==> src/rtl/dcc_regs_map.svh <==
// register map of the datapath and digital clock configuration bank
// assumes an 8-bit register port with 12-bit byte addresses
`ifndef DCC_REGS_MAP_SVH
`define DCC_REGS_MAP_SVH

// register addresses
`define DCC_ADDR_CLK_POL 12'h009d
`define DCC_ADDR_LOOP_TEST 12'h00a0
`define DCC_ADDR_LANES_INTERP 12'h0110
`define DCC_ADDR_DATAPATH 12'h0111

// polarity register fields
`define DCC_BIT_CLK_INV 2
`define DCC_BIT_DUTY_EN 1
`define DCC_BIT_CROSS_EN 0
`define DCC_RST_CLK_POL 3'h3
`define DCC_RST_CLK_INV 1'b0
`define DCC_RST_DUTY_EN 1'b1
`define DCC_RST_CROSS_EN 1'b1

// loop clock test register fields
`define DCC_BIT_TEST_EN 7
`define DCC_RST_TEST_DIV 2'h0
`define DCC_RST_TEST_EN 1'b0
`define DCC_TEST_DIV_MSB 1
`define DCC_TEST_DIV_LSB 0

// lanes and interpolation fields
`define DCC_RST_LANES 4'h8
`define DCC_RST_INTERP 4'h1
`define DCC_LANES_MSB 7
`define DCC_LANES_LSB 4
`define DCC_INTERP_MSB 3
`define DCC_INTERP_LSB 0
`define DCC_INTERP_6X 4'h4
`define DCC_INTERP_8X 4'h5
`define DCC_INTERP_12X 4'h6
`define DCC_INTERP_16X 4'h7
`define DCC_INTERP_24X 4'h8

// datapath register fields
`define DCC_BIT_SINC_EN 7
`define DCC_BIT_MODULATION_OSCILLATOR_ENABLE 6
`define DCC_BIT_FILTER_BANDWIDTH_SELECT 4
`define DCC_BIT_DDS_EN 2
`define DCC_BIT_SIDEBAND 1
`define DCC_BIT_HB_EN 0
`define DCC_MASK_DATAPATH 8'hd7
`define DCC_RST_DATAPATH 8'h00
`define DCC_RST_EN_OFF 1'b0

`endif

==> src/rtl/dcc_pkg.sv <==
// types shared by the configuration bank
// assumes the map header supplies the numeric constants
package dcc_pkg;
  // decoded interpolation ratio; gray along the 6x..24x ladder
  typedef enum logic [2:0] {
    DCC_INTERP_NONE = 3'b000,
    DCC_INTERP_X6 = 3'b001,
    DCC_INTERP_X8 = 3'b011,
    DCC_INTERP_X12 = 3'b010,
    DCC_INTERP_X16 = 3'b110,
    DCC_INTERP_X24 = 3'b111
  } dcc_interp_e;
endpackage : dcc_pkg

==> src/rtl/dcc_test_div.sv <==
// divider for the loop clock test output
// assumes the loop clock is sampled on sys_clk; ratio 2^(div+1)
`timescale 1ns/1ps
module dcc_test_div #(
  parameter int CNT_W = 4
) (
  // clock and reset
  input wire logic sys_clk_i,
  input wire logic rst_n_i,
  // control
  input wire logic enable_i,
  input wire logic [1:0] div_sel_i,
  // loop clock edges seen in the system domain
  input wire logic loop_edge_i,
  // divided test clock
  output logic test_clk_o
);
  logic [CNT_W-1:0] cnt_r; // loop edge counter
  logic [CNT_W-1:0] half_w; // toggle point

  // half period in loop edges: 1,2,4,8
  assign half_w = CNT_W'(1) << div_sel_i;

  // count loop edges, toggle at half period; held low while off
  always_ff @(posedge sys_clk_i or negedge rst_n_i) begin
    if (!rst_n_i) begin
      cnt_r <= '0;
      test_clk_o <= 1'b0;
    end else if (!enable_i) begin
      cnt_r <= '0;
      test_clk_o <= 1'b0;
    end else if (loop_edge_i) begin
      if (cnt_r + CNT_W'(1) >= half_w) begin
        cnt_r <= '0;
        test_clk_o <= ~test_clk_o;
      end else begin
        cnt_r <= cnt_r + CNT_W'(1);
      end
    end
  end
endmodule : dcc_test_div

==> src/rtl/dcc_regs.sv <==
// How it works
// invert bit flips loop digital clock polarity
// duty correction enabled while bit set
// cross control enabled while bit set
// test output driven only when enabled
// two-bit field selects test clock divide
// lane count from bits seven to four
// software changes lanes/interp only in reset
// interpolation codes decode to 6x..24x
// sinc filter inserted when bit seven set
// bandwidth bit selects 80 or 90 percent
// sideband bit selects upper or lower
// nco, dds, halfband enables reset off
// reserved bits read zero, ignore writes
//
// configuration register bank for datapath and digital clock
// assumes a simple synchronous register port on sys_clk
`timescale 1ns/1ps
`include "dcc_regs_map.svh"
module dcc_regs #(
  parameter int ADDR_W = 12
) (
  // clock and reset
  input wire logic sys_clk_i,
  input wire logic reset_n_i,
  // register port
  input wire logic [ADDR_W-1:0] reg_addr_i,
  input wire logic reg_wr_i,
  input wire logic reg_rd_i,
  input wire logic [7:0] reg_wdata_i,
  output logic [7:0] reg_rdata_o,
  output logic reg_rvalid_o,
  // loop clock from the delay-locked loop, asynchronous
  input wire logic loop_clk_i,
  // digital clock controls
  output logic digital_clock_invert_o,
  output logic digital_clock_o,
  output logic clock_duty_correction_enable_o,
  output logic clock_cross_control_enable_o,
  // loop clock test output
  output logic loop_test_clk_o,
  output logic loop_test_en_o,
  // datapath controls
  output logic [3:0] serial_lane_count_o,
  output logic [3:0] interpolation_factor_select_o,
  output dcc_pkg::dcc_interp_e interp_ratio_o,
  output logic interp_reserved_o,
  output logic sinc_compensation_enable_o,
  output logic modulation_oscillator_enable_o,
  output logic filter_bandwidth_select_o,
  output logic dds_modulus_enable_o,
  output logic lower_sideband_o,
  output logic halfband_filter_enable_o
);
  logic rst_s1_r; // reset release stage one
  logic rst_n_r; // synchronised reset
  logic loop_s1_r; // loop clock sync stage one
  logic loop_s2_r; // loop clock sync stage two
  logic loop_s3_r; // previous synced level, for edges
  logic loop_edge_w; // rising loop clock edge
  logic [2:0] clk_pol_r; // invert, duty, cross
  logic test_en_r; // test output enable
  logic [1:0] test_div_r; // test divide select
  logic [3:0] lanes_r; // serial lane count
  logic [3:0] interp_r; // interpolation code
  logic [7:0] datapath_r; // datapath configuration
  logic [7:0] rdata_nxt; // read mux
  logic test_clk_w; // divided loop clock

  // reset released through two flops, asserted at once
  always_ff @(posedge sys_clk_i or negedge reset_n_i) begin
    if (!reset_n_i) begin
      rst_s1_r <= 1'b0;
      rst_n_r <= 1'b0;
    end else begin
      rst_s1_r <= 1'b1;
      rst_n_r <= rst_s1_r;
    end
  end

  // loop clock crosses in through two flops; edge compares stages two and three
  always_ff @(posedge sys_clk_i or negedge rst_n_r) begin
    if (!rst_n_r) begin
      loop_s1_r <= 1'b0;
      loop_s2_r <= 1'b0;
      loop_s3_r <= 1'b0;
    end else begin
      loop_s1_r <= loop_clk_i;
      loop_s2_r <= loop_s1_r;
      loop_s3_r <= loop_s2_r;
    end
  end
  assign loop_edge_w = loop_s2_r & ~loop_s3_r;

  // clock polarity register
  always_ff @(posedge sys_clk_i or negedge rst_n_r) begin
    if (!rst_n_r) begin
      clk_pol_r <= `DCC_RST_CLK_POL; // see R1 // see R2 //
    end else if (reg_wr_i && reg_addr_i == ADDR_W'(`DCC_ADDR_CLK_POL)) begin
      clk_pol_r <= reg_wdata_i[`DCC_BIT_CLK_INV:`DCC_BIT_CROSS_EN];
    end
  end

  // loop clock test register
  always_ff @(posedge sys_clk_i or negedge rst_n_r) begin
    if (!rst_n_r) begin
      test_en_r <= `DCC_RST_TEST_EN;
      test_div_r <= `DCC_RST_TEST_DIV;
    end else if (reg_wr_i && reg_addr_i == ADDR_W'(`DCC_ADDR_LOOP_TEST)) begin
      test_en_r <= reg_wdata_i[`DCC_BIT_TEST_EN];
      test_div_r <= reg_wdata_i[`DCC_TEST_DIV_MSB:`DCC_TEST_DIV_LSB];
    end
  end

  // lanes and interpolation; stored as written, software keeps the
  // link receive block in soft reset while changing them
  always_ff @(posedge sys_clk_i or negedge rst_n_r) begin
    if (!rst_n_r) begin
      lanes_r <= `DCC_RST_LANES;
      interp_r <= `DCC_RST_INTERP;
    end else if (reg_wr_i &&
                 reg_addr_i == ADDR_W'(`DCC_ADDR_LANES_INTERP)) begin
      lanes_r <= reg_wdata_i[`DCC_LANES_MSB:`DCC_LANES_LSB];
      interp_r <= reg_wdata_i[`DCC_INTERP_MSB:`DCC_INTERP_LSB];
    end
  end

  // datapath configuration; reserved bits 5 and 3 masked off
  always_ff @(posedge sys_clk_i or negedge rst_n_r) begin
    if (!rst_n_r) begin
      datapath_r <= `DCC_RST_DATAPATH;
    end else if (reg_wr_i && reg_addr_i == ADDR_W'(`DCC_ADDR_DATAPATH)) begin
      datapath_r <= reg_wdata_i & `DCC_MASK_DATAPATH;
    end
  end

  // read mux; unmapped addresses read zero
  always_comb begin
    rdata_nxt = 8'h00;
    case (reg_addr_i)
      ADDR_W'(`DCC_ADDR_CLK_POL): begin
        rdata_nxt = {5'h00, clk_pol_r};
      end
      ADDR_W'(`DCC_ADDR_LOOP_TEST): begin
        rdata_nxt = {test_en_r, 5'h00, test_div_r};
      end
      ADDR_W'(`DCC_ADDR_LANES_INTERP): begin
        rdata_nxt = {lanes_r, interp_r};
      end
      ADDR_W'(`DCC_ADDR_DATAPATH): begin
        rdata_nxt = datapath_r;
      end
      default: begin
        rdata_nxt = 8'h00;
      end
    endcase
  end

  // read data registered, one cycle after the strobe
  always_ff @(posedge sys_clk_i or negedge rst_n_r) begin
    if (!rst_n_r) begin
      reg_rdata_o <= 8'h00;
      reg_rvalid_o <= 1'b0;
    end else begin
      reg_rvalid_o <= reg_rd_i;
      if (reg_rd_i) begin
        reg_rdata_o <= rdata_nxt;
      end
    end
  end

  // digital clock controls; clock itself re-timed on sys_clk
  always_ff @(posedge sys_clk_i or negedge rst_n_r) begin
    if (!rst_n_r) begin
      digital_clock_invert_o <= `DCC_RST_CLK_INV;
      digital_clock_o <= 1'b0;
      clock_duty_correction_enable_o <= `DCC_RST_DUTY_EN;
      clock_cross_control_enable_o <= `DCC_RST_CROSS_EN;
    end else begin
      digital_clock_invert_o <= clk_pol_r[`DCC_BIT_CLK_INV];
      digital_clock_o <= loop_s2_r ^ clk_pol_r[`DCC_BIT_CLK_INV];
      clock_duty_correction_enable_o <= clk_pol_r[`DCC_BIT_DUTY_EN];
      clock_cross_control_enable_o <= clk_pol_r[`DCC_BIT_CROSS_EN];
    end
  end

  // test clock divider
  dcc_test_div #(
    .CNT_W(4)
  ) u_div (
    .sys_clk_i(sys_clk_i),
    .rst_n_i(rst_n_r),
    .enable_i(test_en_r),
    .div_sel_i(test_div_r),
    .loop_edge_i(loop_edge_w),
    .test_clk_o(test_clk_w)
  );

  // test output gated by the enable
  always_ff @(posedge sys_clk_i or negedge rst_n_r) begin
    if (!rst_n_r) begin
      loop_test_clk_o <= 1'b0;
      loop_test_en_o <= 1'b0;
    end else begin
      loop_test_clk_o <= test_clk_w & test_en_r;
      loop_test_en_o <= test_en_r;
    end
  end

  // datapath outputs, including decoded ratio
  always_ff @(posedge sys_clk_i or negedge rst_n_r) begin
    if (!rst_n_r) begin
      serial_lane_count_o <= `DCC_RST_LANES;
      interpolation_factor_select_o <= `DCC_RST_INTERP;
      interp_ratio_o <= dcc_pkg::DCC_INTERP_NONE;
      interp_reserved_o <= 1'b1;
      sinc_compensation_enable_o <= `DCC_RST_EN_OFF;
      modulation_oscillator_enable_o <= `DCC_RST_EN_OFF;
      filter_bandwidth_select_o <= `DCC_RST_EN_OFF;
      dds_modulus_enable_o <= `DCC_RST_EN_OFF;
      lower_sideband_o <= `DCC_RST_EN_OFF;
      halfband_filter_enable_o <= `DCC_RST_EN_OFF;
    end else begin
      serial_lane_count_o <= lanes_r;
      interpolation_factor_select_o <= interp_r;
      interp_reserved_o <= 1'b0;
      case (interp_r)
        `DCC_INTERP_6X: interp_ratio_o <= dcc_pkg::DCC_INTERP_X6;
        `DCC_INTERP_8X: interp_ratio_o <= dcc_pkg::DCC_INTERP_X8;
        `DCC_INTERP_12X: interp_ratio_o <= dcc_pkg::DCC_INTERP_X12;
        `DCC_INTERP_16X: interp_ratio_o <= dcc_pkg::DCC_INTERP_X16;
        `DCC_INTERP_24X: interp_ratio_o <= dcc_pkg::DCC_INTERP_X24;
        default: begin
          interp_ratio_o <= dcc_pkg::DCC_INTERP_NONE;
          interp_reserved_o <= 1'b1;
        end
      endcase
      sinc_compensation_enable_o <= datapath_r[`DCC_BIT_SINC_EN];
      modulation_oscillator_enable_o <= datapath_r[`DCC_BIT_MODULATION_OSCILLATOR_ENABLE];
      filter_bandwidth_select_o <= datapath_r[`DCC_BIT_FILTER_BANDWIDTH_SELECT];
      dds_modulus_enable_o <= datapath_r[`DCC_BIT_DDS_EN];
      lower_sideband_o <= datapath_r[`DCC_BIT_SIDEBAND];
      halfband_filter_enable_o <= datapath_r[`DCC_BIT_HB_EN];
    end
  end
endmodule : dcc_regs

==> config.mk <==
export PLATFORM = sky130hd
export DESIGN_NAME = dcc_regs
export DESIGN_NICKNAME = d
export VERILOG_FILES = /design/src/rtl/dcc_pkg.sv /design/src/rtl/dcc_test_div.sv /design/src/rtl/dcc_regs.sv
export VERILOG_INCLUDE_DIRS = /design/src /design/src/rtl
export SDC_FILE = /design/constraint.sdc
export NUM_CORES = 1
export LEC_CHECK = 0
export BUFFER_PORTS_ARGS = -buffer_cell sky130_fd_sc_hd__buf_2
export CORE_ASPECT_RATIO = 1.1
export CORE_MARGIN = 1.5
export CORE_UTILIZATION = 45
export DETAILED_ROUTE_END_ITERATION = 10
export HOLD_SLACK_MARGIN = 0.02
export PLACE_DENSITY = 0.72
export SLEW_MARGIN = 30
export SYNTH_ARGS = -nofsm -noshare
export SYNTH_HDL_FRONTEND = slang
export SYNTH_HIERARCHICAL = 1
export SYNTH_SLANG_ARGS = --single-unit
==> constraint.sdc <==
create_clock -name sys_clk_i -period 5.42 [get_ports sys_clk_i]
set_clock_uncertainty 0.05 [all_clocks]
set_input_delay 0 -clock sys_clk_i [delete_from_list [all_inputs] [get_ports sys_clk_i]]
set_output_delay 0 -clock sys_clk_i [all_outputs]
set_load 0.05 [all_outputs]
After elaboration in Yosys (flattened, before gate mapping)

Cells that the tools add are included.

Output and inout bits: 33
Input bits: 25
Flip-flop bits (word level): 63
Logic and storage cells: 65

Add/sub/neg operators: 1
Reductions and logical operators: 6
Eq/ne operators: 11
Magnitude comparators: 1
Multiplexer cells: 9
Shift-type cells: 1
Bitwise gates (word level): 5

Operator list:

| kind                  | number |
|---|---|
| $pmux W8 S4           | 1 |
| $eq A12 B8 Y1 const B | 2 |
| $eq A12 B9 Y1 const B | 2 |
| $eq A4 B3 Y1 const B  | 4 |
| $pmux W3 S5           | 1 |
| $mux W4               | 3 |
| $reduce_or A5 Y1      | 1 |
| $add A4 B1 Y4 const B | 1 |
| $eq A4 B4 Y1 const B  | 1 |
| $ge A4 B4 Y1          | 1 |
| $logic_and A1 B1 Y1   | 4 |
| $mux W1               | 4 |
| $shl A1 B2 Y4 const A | 1 |
| $and A1 B1 Y1         | 2 |
| $ne A2 B1 Y1 const B  | 1 |
| $ne A2 B2 Y1 const B  | 1 |
| $not A1 Y1            | 2 |
| $reduce_and A2 Y1     | 1 |
| $xor A1 B1 Y1         | 1 |

Logic depth before layout (Yosys ltp)

Depth after elaboration: 5
Depth in mapped cells: 7

Modules after synthesis

The synthesis kept the hierarchy.

Modules (own cells, without submodules):

| module       | sequential area each (µm²) | cells an instance | area an instance (µm²) | instances |
|---|---|---|---|---|
| dcc_regs     | 1462.7                     | 147               | 2172.1                 | 1 |
| dcc_test_div | 125.1                      | 43                | 401.6                  | 1 |

Worst setup path after synthesis

Ideal clock, no wire load.

Path kind: register to register
From: register u_div.cnt_r[0]
To: register u_div.test_clk_o
Path slack: 3465 ps
Path buffers: 0
Cell stages (with the launch flop): 8
Arrival: 1826 ps
Period minus slack after synthesis: 1955 ps
Path through: dfrtp_1 -> ha_1 -> xor2_1 -> ha_1 -> o21a_1 -> or2_2 -> o211ai_1 -> mux2i_1

Longest elaborated chain between the ends: 4

RTL lines:

| what                               | RTL line           | text |
|---|---|---|
| start, declared                    | dcc_test_div.sv:18 | `logic [CNT_W-1:0] cnt_r;` |
| start signal, assigned             | dcc_test_div.sv:37 | `cnt_r <= cnt_r + CNT_W'(1);` |
| $add A4 B1 Y4                      | dcc_test_div.sv:33 | `if (cnt_r + CNT_W'(1) >= half_w) begin` |
| $ge A4 B4 Y1                       | dcc_test_div.sv:33 |  |
| $ne A2 B1 Y1 (no source line)      | n/a                |  |
| $reduce_and A2 Y1 (no source line) | n/a                |  |
| end signal, assigned               | dcc_test_div.sv:35 | `test_clk_o <= ~test_clk_o;` |
| end, declared                      | dcc_test_div.sv:16 | `output logic test_clk_o` |

Every way passes these cells.
A chain may end at the register's enable or synchronous reset.

Final worst setup path

Ends and elaborated chain as after synthesis.

==> reports/qor.yml <==
layout_common_cells: "buf_2 (57), dfrtp_1 (53), mux2_2 (24)"
synth_async_sr_flop_share_pct: 100
cts_buffers: 9
tightest_slew_ps: 757
root_buffer: "clkbuf_8"
hpwl_um: 3510
crit_buf_inv: 0
crit_slowest_cell: "dfrtp_1"
peakVddDrop_mv: 0.193
synthesis.instances: 190
max_freq_ghz: 0.478
clock_power_share_pct: 45.4
switching_share_pct: 22.2
gp_congestion: 0.837
core_um2: 5470
overflow: 0
rsz0062_at_grt: "false"
cts_tree: "done"
hold_viol_final: 0
syn_area_um2: 2570
start_util_pct: 47.1
cts.sinks: 63
synth_area_leaders: "dfrtp_1 (53%), mux2_2 (11%), dfstp_2 (9.2%)"
powerDensity_nw_per_um2: 293
critPathMaxFanout: 5
setup_viol: 0
power.internal_uw: 753
synth_top_area_cell: "dfrtp_1"
clkLatencyLatePin_ps: 340
synth_flop_cell: "dfrtp_1"
comb_power_share_pct: 5.4
routed_wl_um: 5260
layout_commonest_cell: "buf_2"
end_kind: "flip-flop"
num_vias: 1761
cp.required_ps: 5630
ant_nets: 0
min_path_type: "input pin to flip-flop"
arrival_ps: 2300
synthToLayoutAreaGrowth_pct: 28.4
slew_headroom_pct: 49.5
row_count: 28
drcViolationCount: 0
outcome: "complete, no violations"
fin_area_um2: 3300
place_ws_ps: 3340
wl_met3_um: 267
dieHeight_um: 82.3
yosysSeqAreaShare_pct: 61.7
clock_path_buffers: 2
grt_pass1_vias: 1723
yosysWarnings: 6
groute.usage.overall_pct: 19.3
tns_ps: 0
fin_crit_ps: 2090
clk_pin_slew_ps: 70
cpPeakStageDelay_ps: 430
synth.avg_cell_area_um2: 13.5
finalCritPeriodShare_pct: 38.6
drive_above_1_share_pct: 43.5
setup_slack_ps: 3330
switching_power_uw: 215
cpMostUsedCell: "ha_1"
yosysUniqueCellTypes: 48
postPlaceCellArea_um2: 2950
drt_iter0_drc: 123
slew_violations: 0
synth_edf_count: 0
wl_per_cell_um: 15.0
finalNonFillerCells: 351
critPathLaunchType: "flip-flop"
power_frac_seq_pct: 49.3
die_w_um: 75.1
critPathKind: "flip-flop to flip-flop"
leakage_uw: 0.00163
grt_pass1_wl_um: 8470
top_layer: "met4"
maxCapViolCount: 0
path_delay_family: "adder cells"
final_core_utilization_pct: 60.5
synth.top_cell.area_share_pct: 52.5
first_pass_iters: 4
nets: 301
portBuffers: 57
viasPerCell: 5.02
grt_max_degree: 62
path_cells: "ha_1 > xor2_1 > ha_1 > o21a_1 > or2_2 > o211ai_1 > mux2i_1"
cts_setup_buffers: 0
synth-seq-cells: 63
wl_met1_um: 2420
dpl.cell_count: 321
met2WireLength_um: 2470
synth_nets: 220
die_area_um2: 6180
n_antenna_cell: 0
io_pins: 58
cts_max_level: 3
antenna_found_initial: 0
[stage by stage]
| stage | power, µW | hold slack (ps) |
|---|---|---|
| floorplan | 510 | -346 |
| global placement | 530 | -265 |
| detailed placement | 531 | -261 |
| CTS | 980 | 35.5 |
| global route | 1010 | 57.6 |
| finish | 968 | 47.6 |
[cell usage after synthesis, types with 3 or more instances]
master / count
nor2_1: 6
mux2_2: 24
nor2b_1: 4
ha_1: 5
dfstp_2: 9
mux2i_1: 3
o22ai_1: 3
o21ai_0: 4
dfrtp_1: 54
nand2b_1: 7
a31o_2: 3
inv_1: 4
a21oi_1: 4
and2_1: 4
nand2_1: 10
nand3_1: 6
[logic make-up (layout without fill, tap and decap cells)]
family                     Yosys count  in the layout  synth area share [%]
AOI/OAI and AO/OA                   29             29                  8.22
other                                1              1                 0.146
buffers and inverters                7             93                  1.07
xor gates and xnor gates             3              3                  1.02
and+or+nand+nor                     55             55                  13.8
adders and majority gates            5              5                  2.43
muxes                               27             27                  11.7
DFF                                 63             63                  61.7
[path summary, 6_finish.rpt]
check	start	to	slack [ps]	cells past startpoint
max	u_div/cnt_r[0]	u_div/test_clk_o	3330	7
min	reg_addr_i[3]	reg_rdata_o[0]	50	4
max reg2reg	u_div/cnt_r[0]	u_div/test_clk_o	3330	7
min reg2reg	rst_s1_r	rst_n_r	300	0
max in group asynchronous	rst_n_r	test_div_r[1]	4460	1
min in group asynchronous	rst_n_r	loop_test_en_o	360	1
[state kept, by name, summed over array words and instances (netlist names), 2 cells and up]
name                           count
u_div/cnt_r                        4
reg_rdata_o                        8
test_div_r                         2
lanes_r                            4
interp_ratio_o                     3
clk_pol_r                          3
interp_r                           4
datapath_r                         6
interpolation_factor_select_o      4
serial_lane_count_o                4
[worst reg2reg max path: stages (launching register included)]
cell	delay (ps)
dfrtp_1	430
ha_1	260
xor2_1	150
ha_1	290
o21a_1	220
or2_2	290
o211ai_1	110
mux2i_1	220
[cell type report]
| type | instances | area (µm²) |
|---|---|---|
| Clock inverter | 6 | 83.8 |
| Clock buffer | 10 | 128 |
| Multi-Input combinational cell | 120 | 958 |
| Fill cell | 470 | 2160 |
| Inverter | 5 | 18.8 |
| Timing Repair Buffer | 72 | 433 |
| Tap cell | 75 | 93.8 |
| Sequential cell | 63 | 1590 |
[power groups by stage]
stage	combinational [µW]	sequential [µW]	clock (µW)
global route	57.7	478	471
global placement	44.4	486	0
finish	51.9	477	439
floorplan	10.5	499	0
detailed placement	44.9	486	0
CTS	52.5	477	450
[repair_timing]
action,4_1_cts,5_1_grt
hold buffers,14,0
endpoints found under the hold margin,28,0
endpoints found under the setup margin,0,0
resized for setup,0,0
[per-layer routing]
layer | track usage, % | up-vias
met5 | 0 | -
met4 | 10.9 | 0
met3 | 5.34 | 6
met2 | 27.5 | 46
met1 | 26.5 | 863
li1 | - | 846
Note: power is estimated with default switching activity, not from simulation.
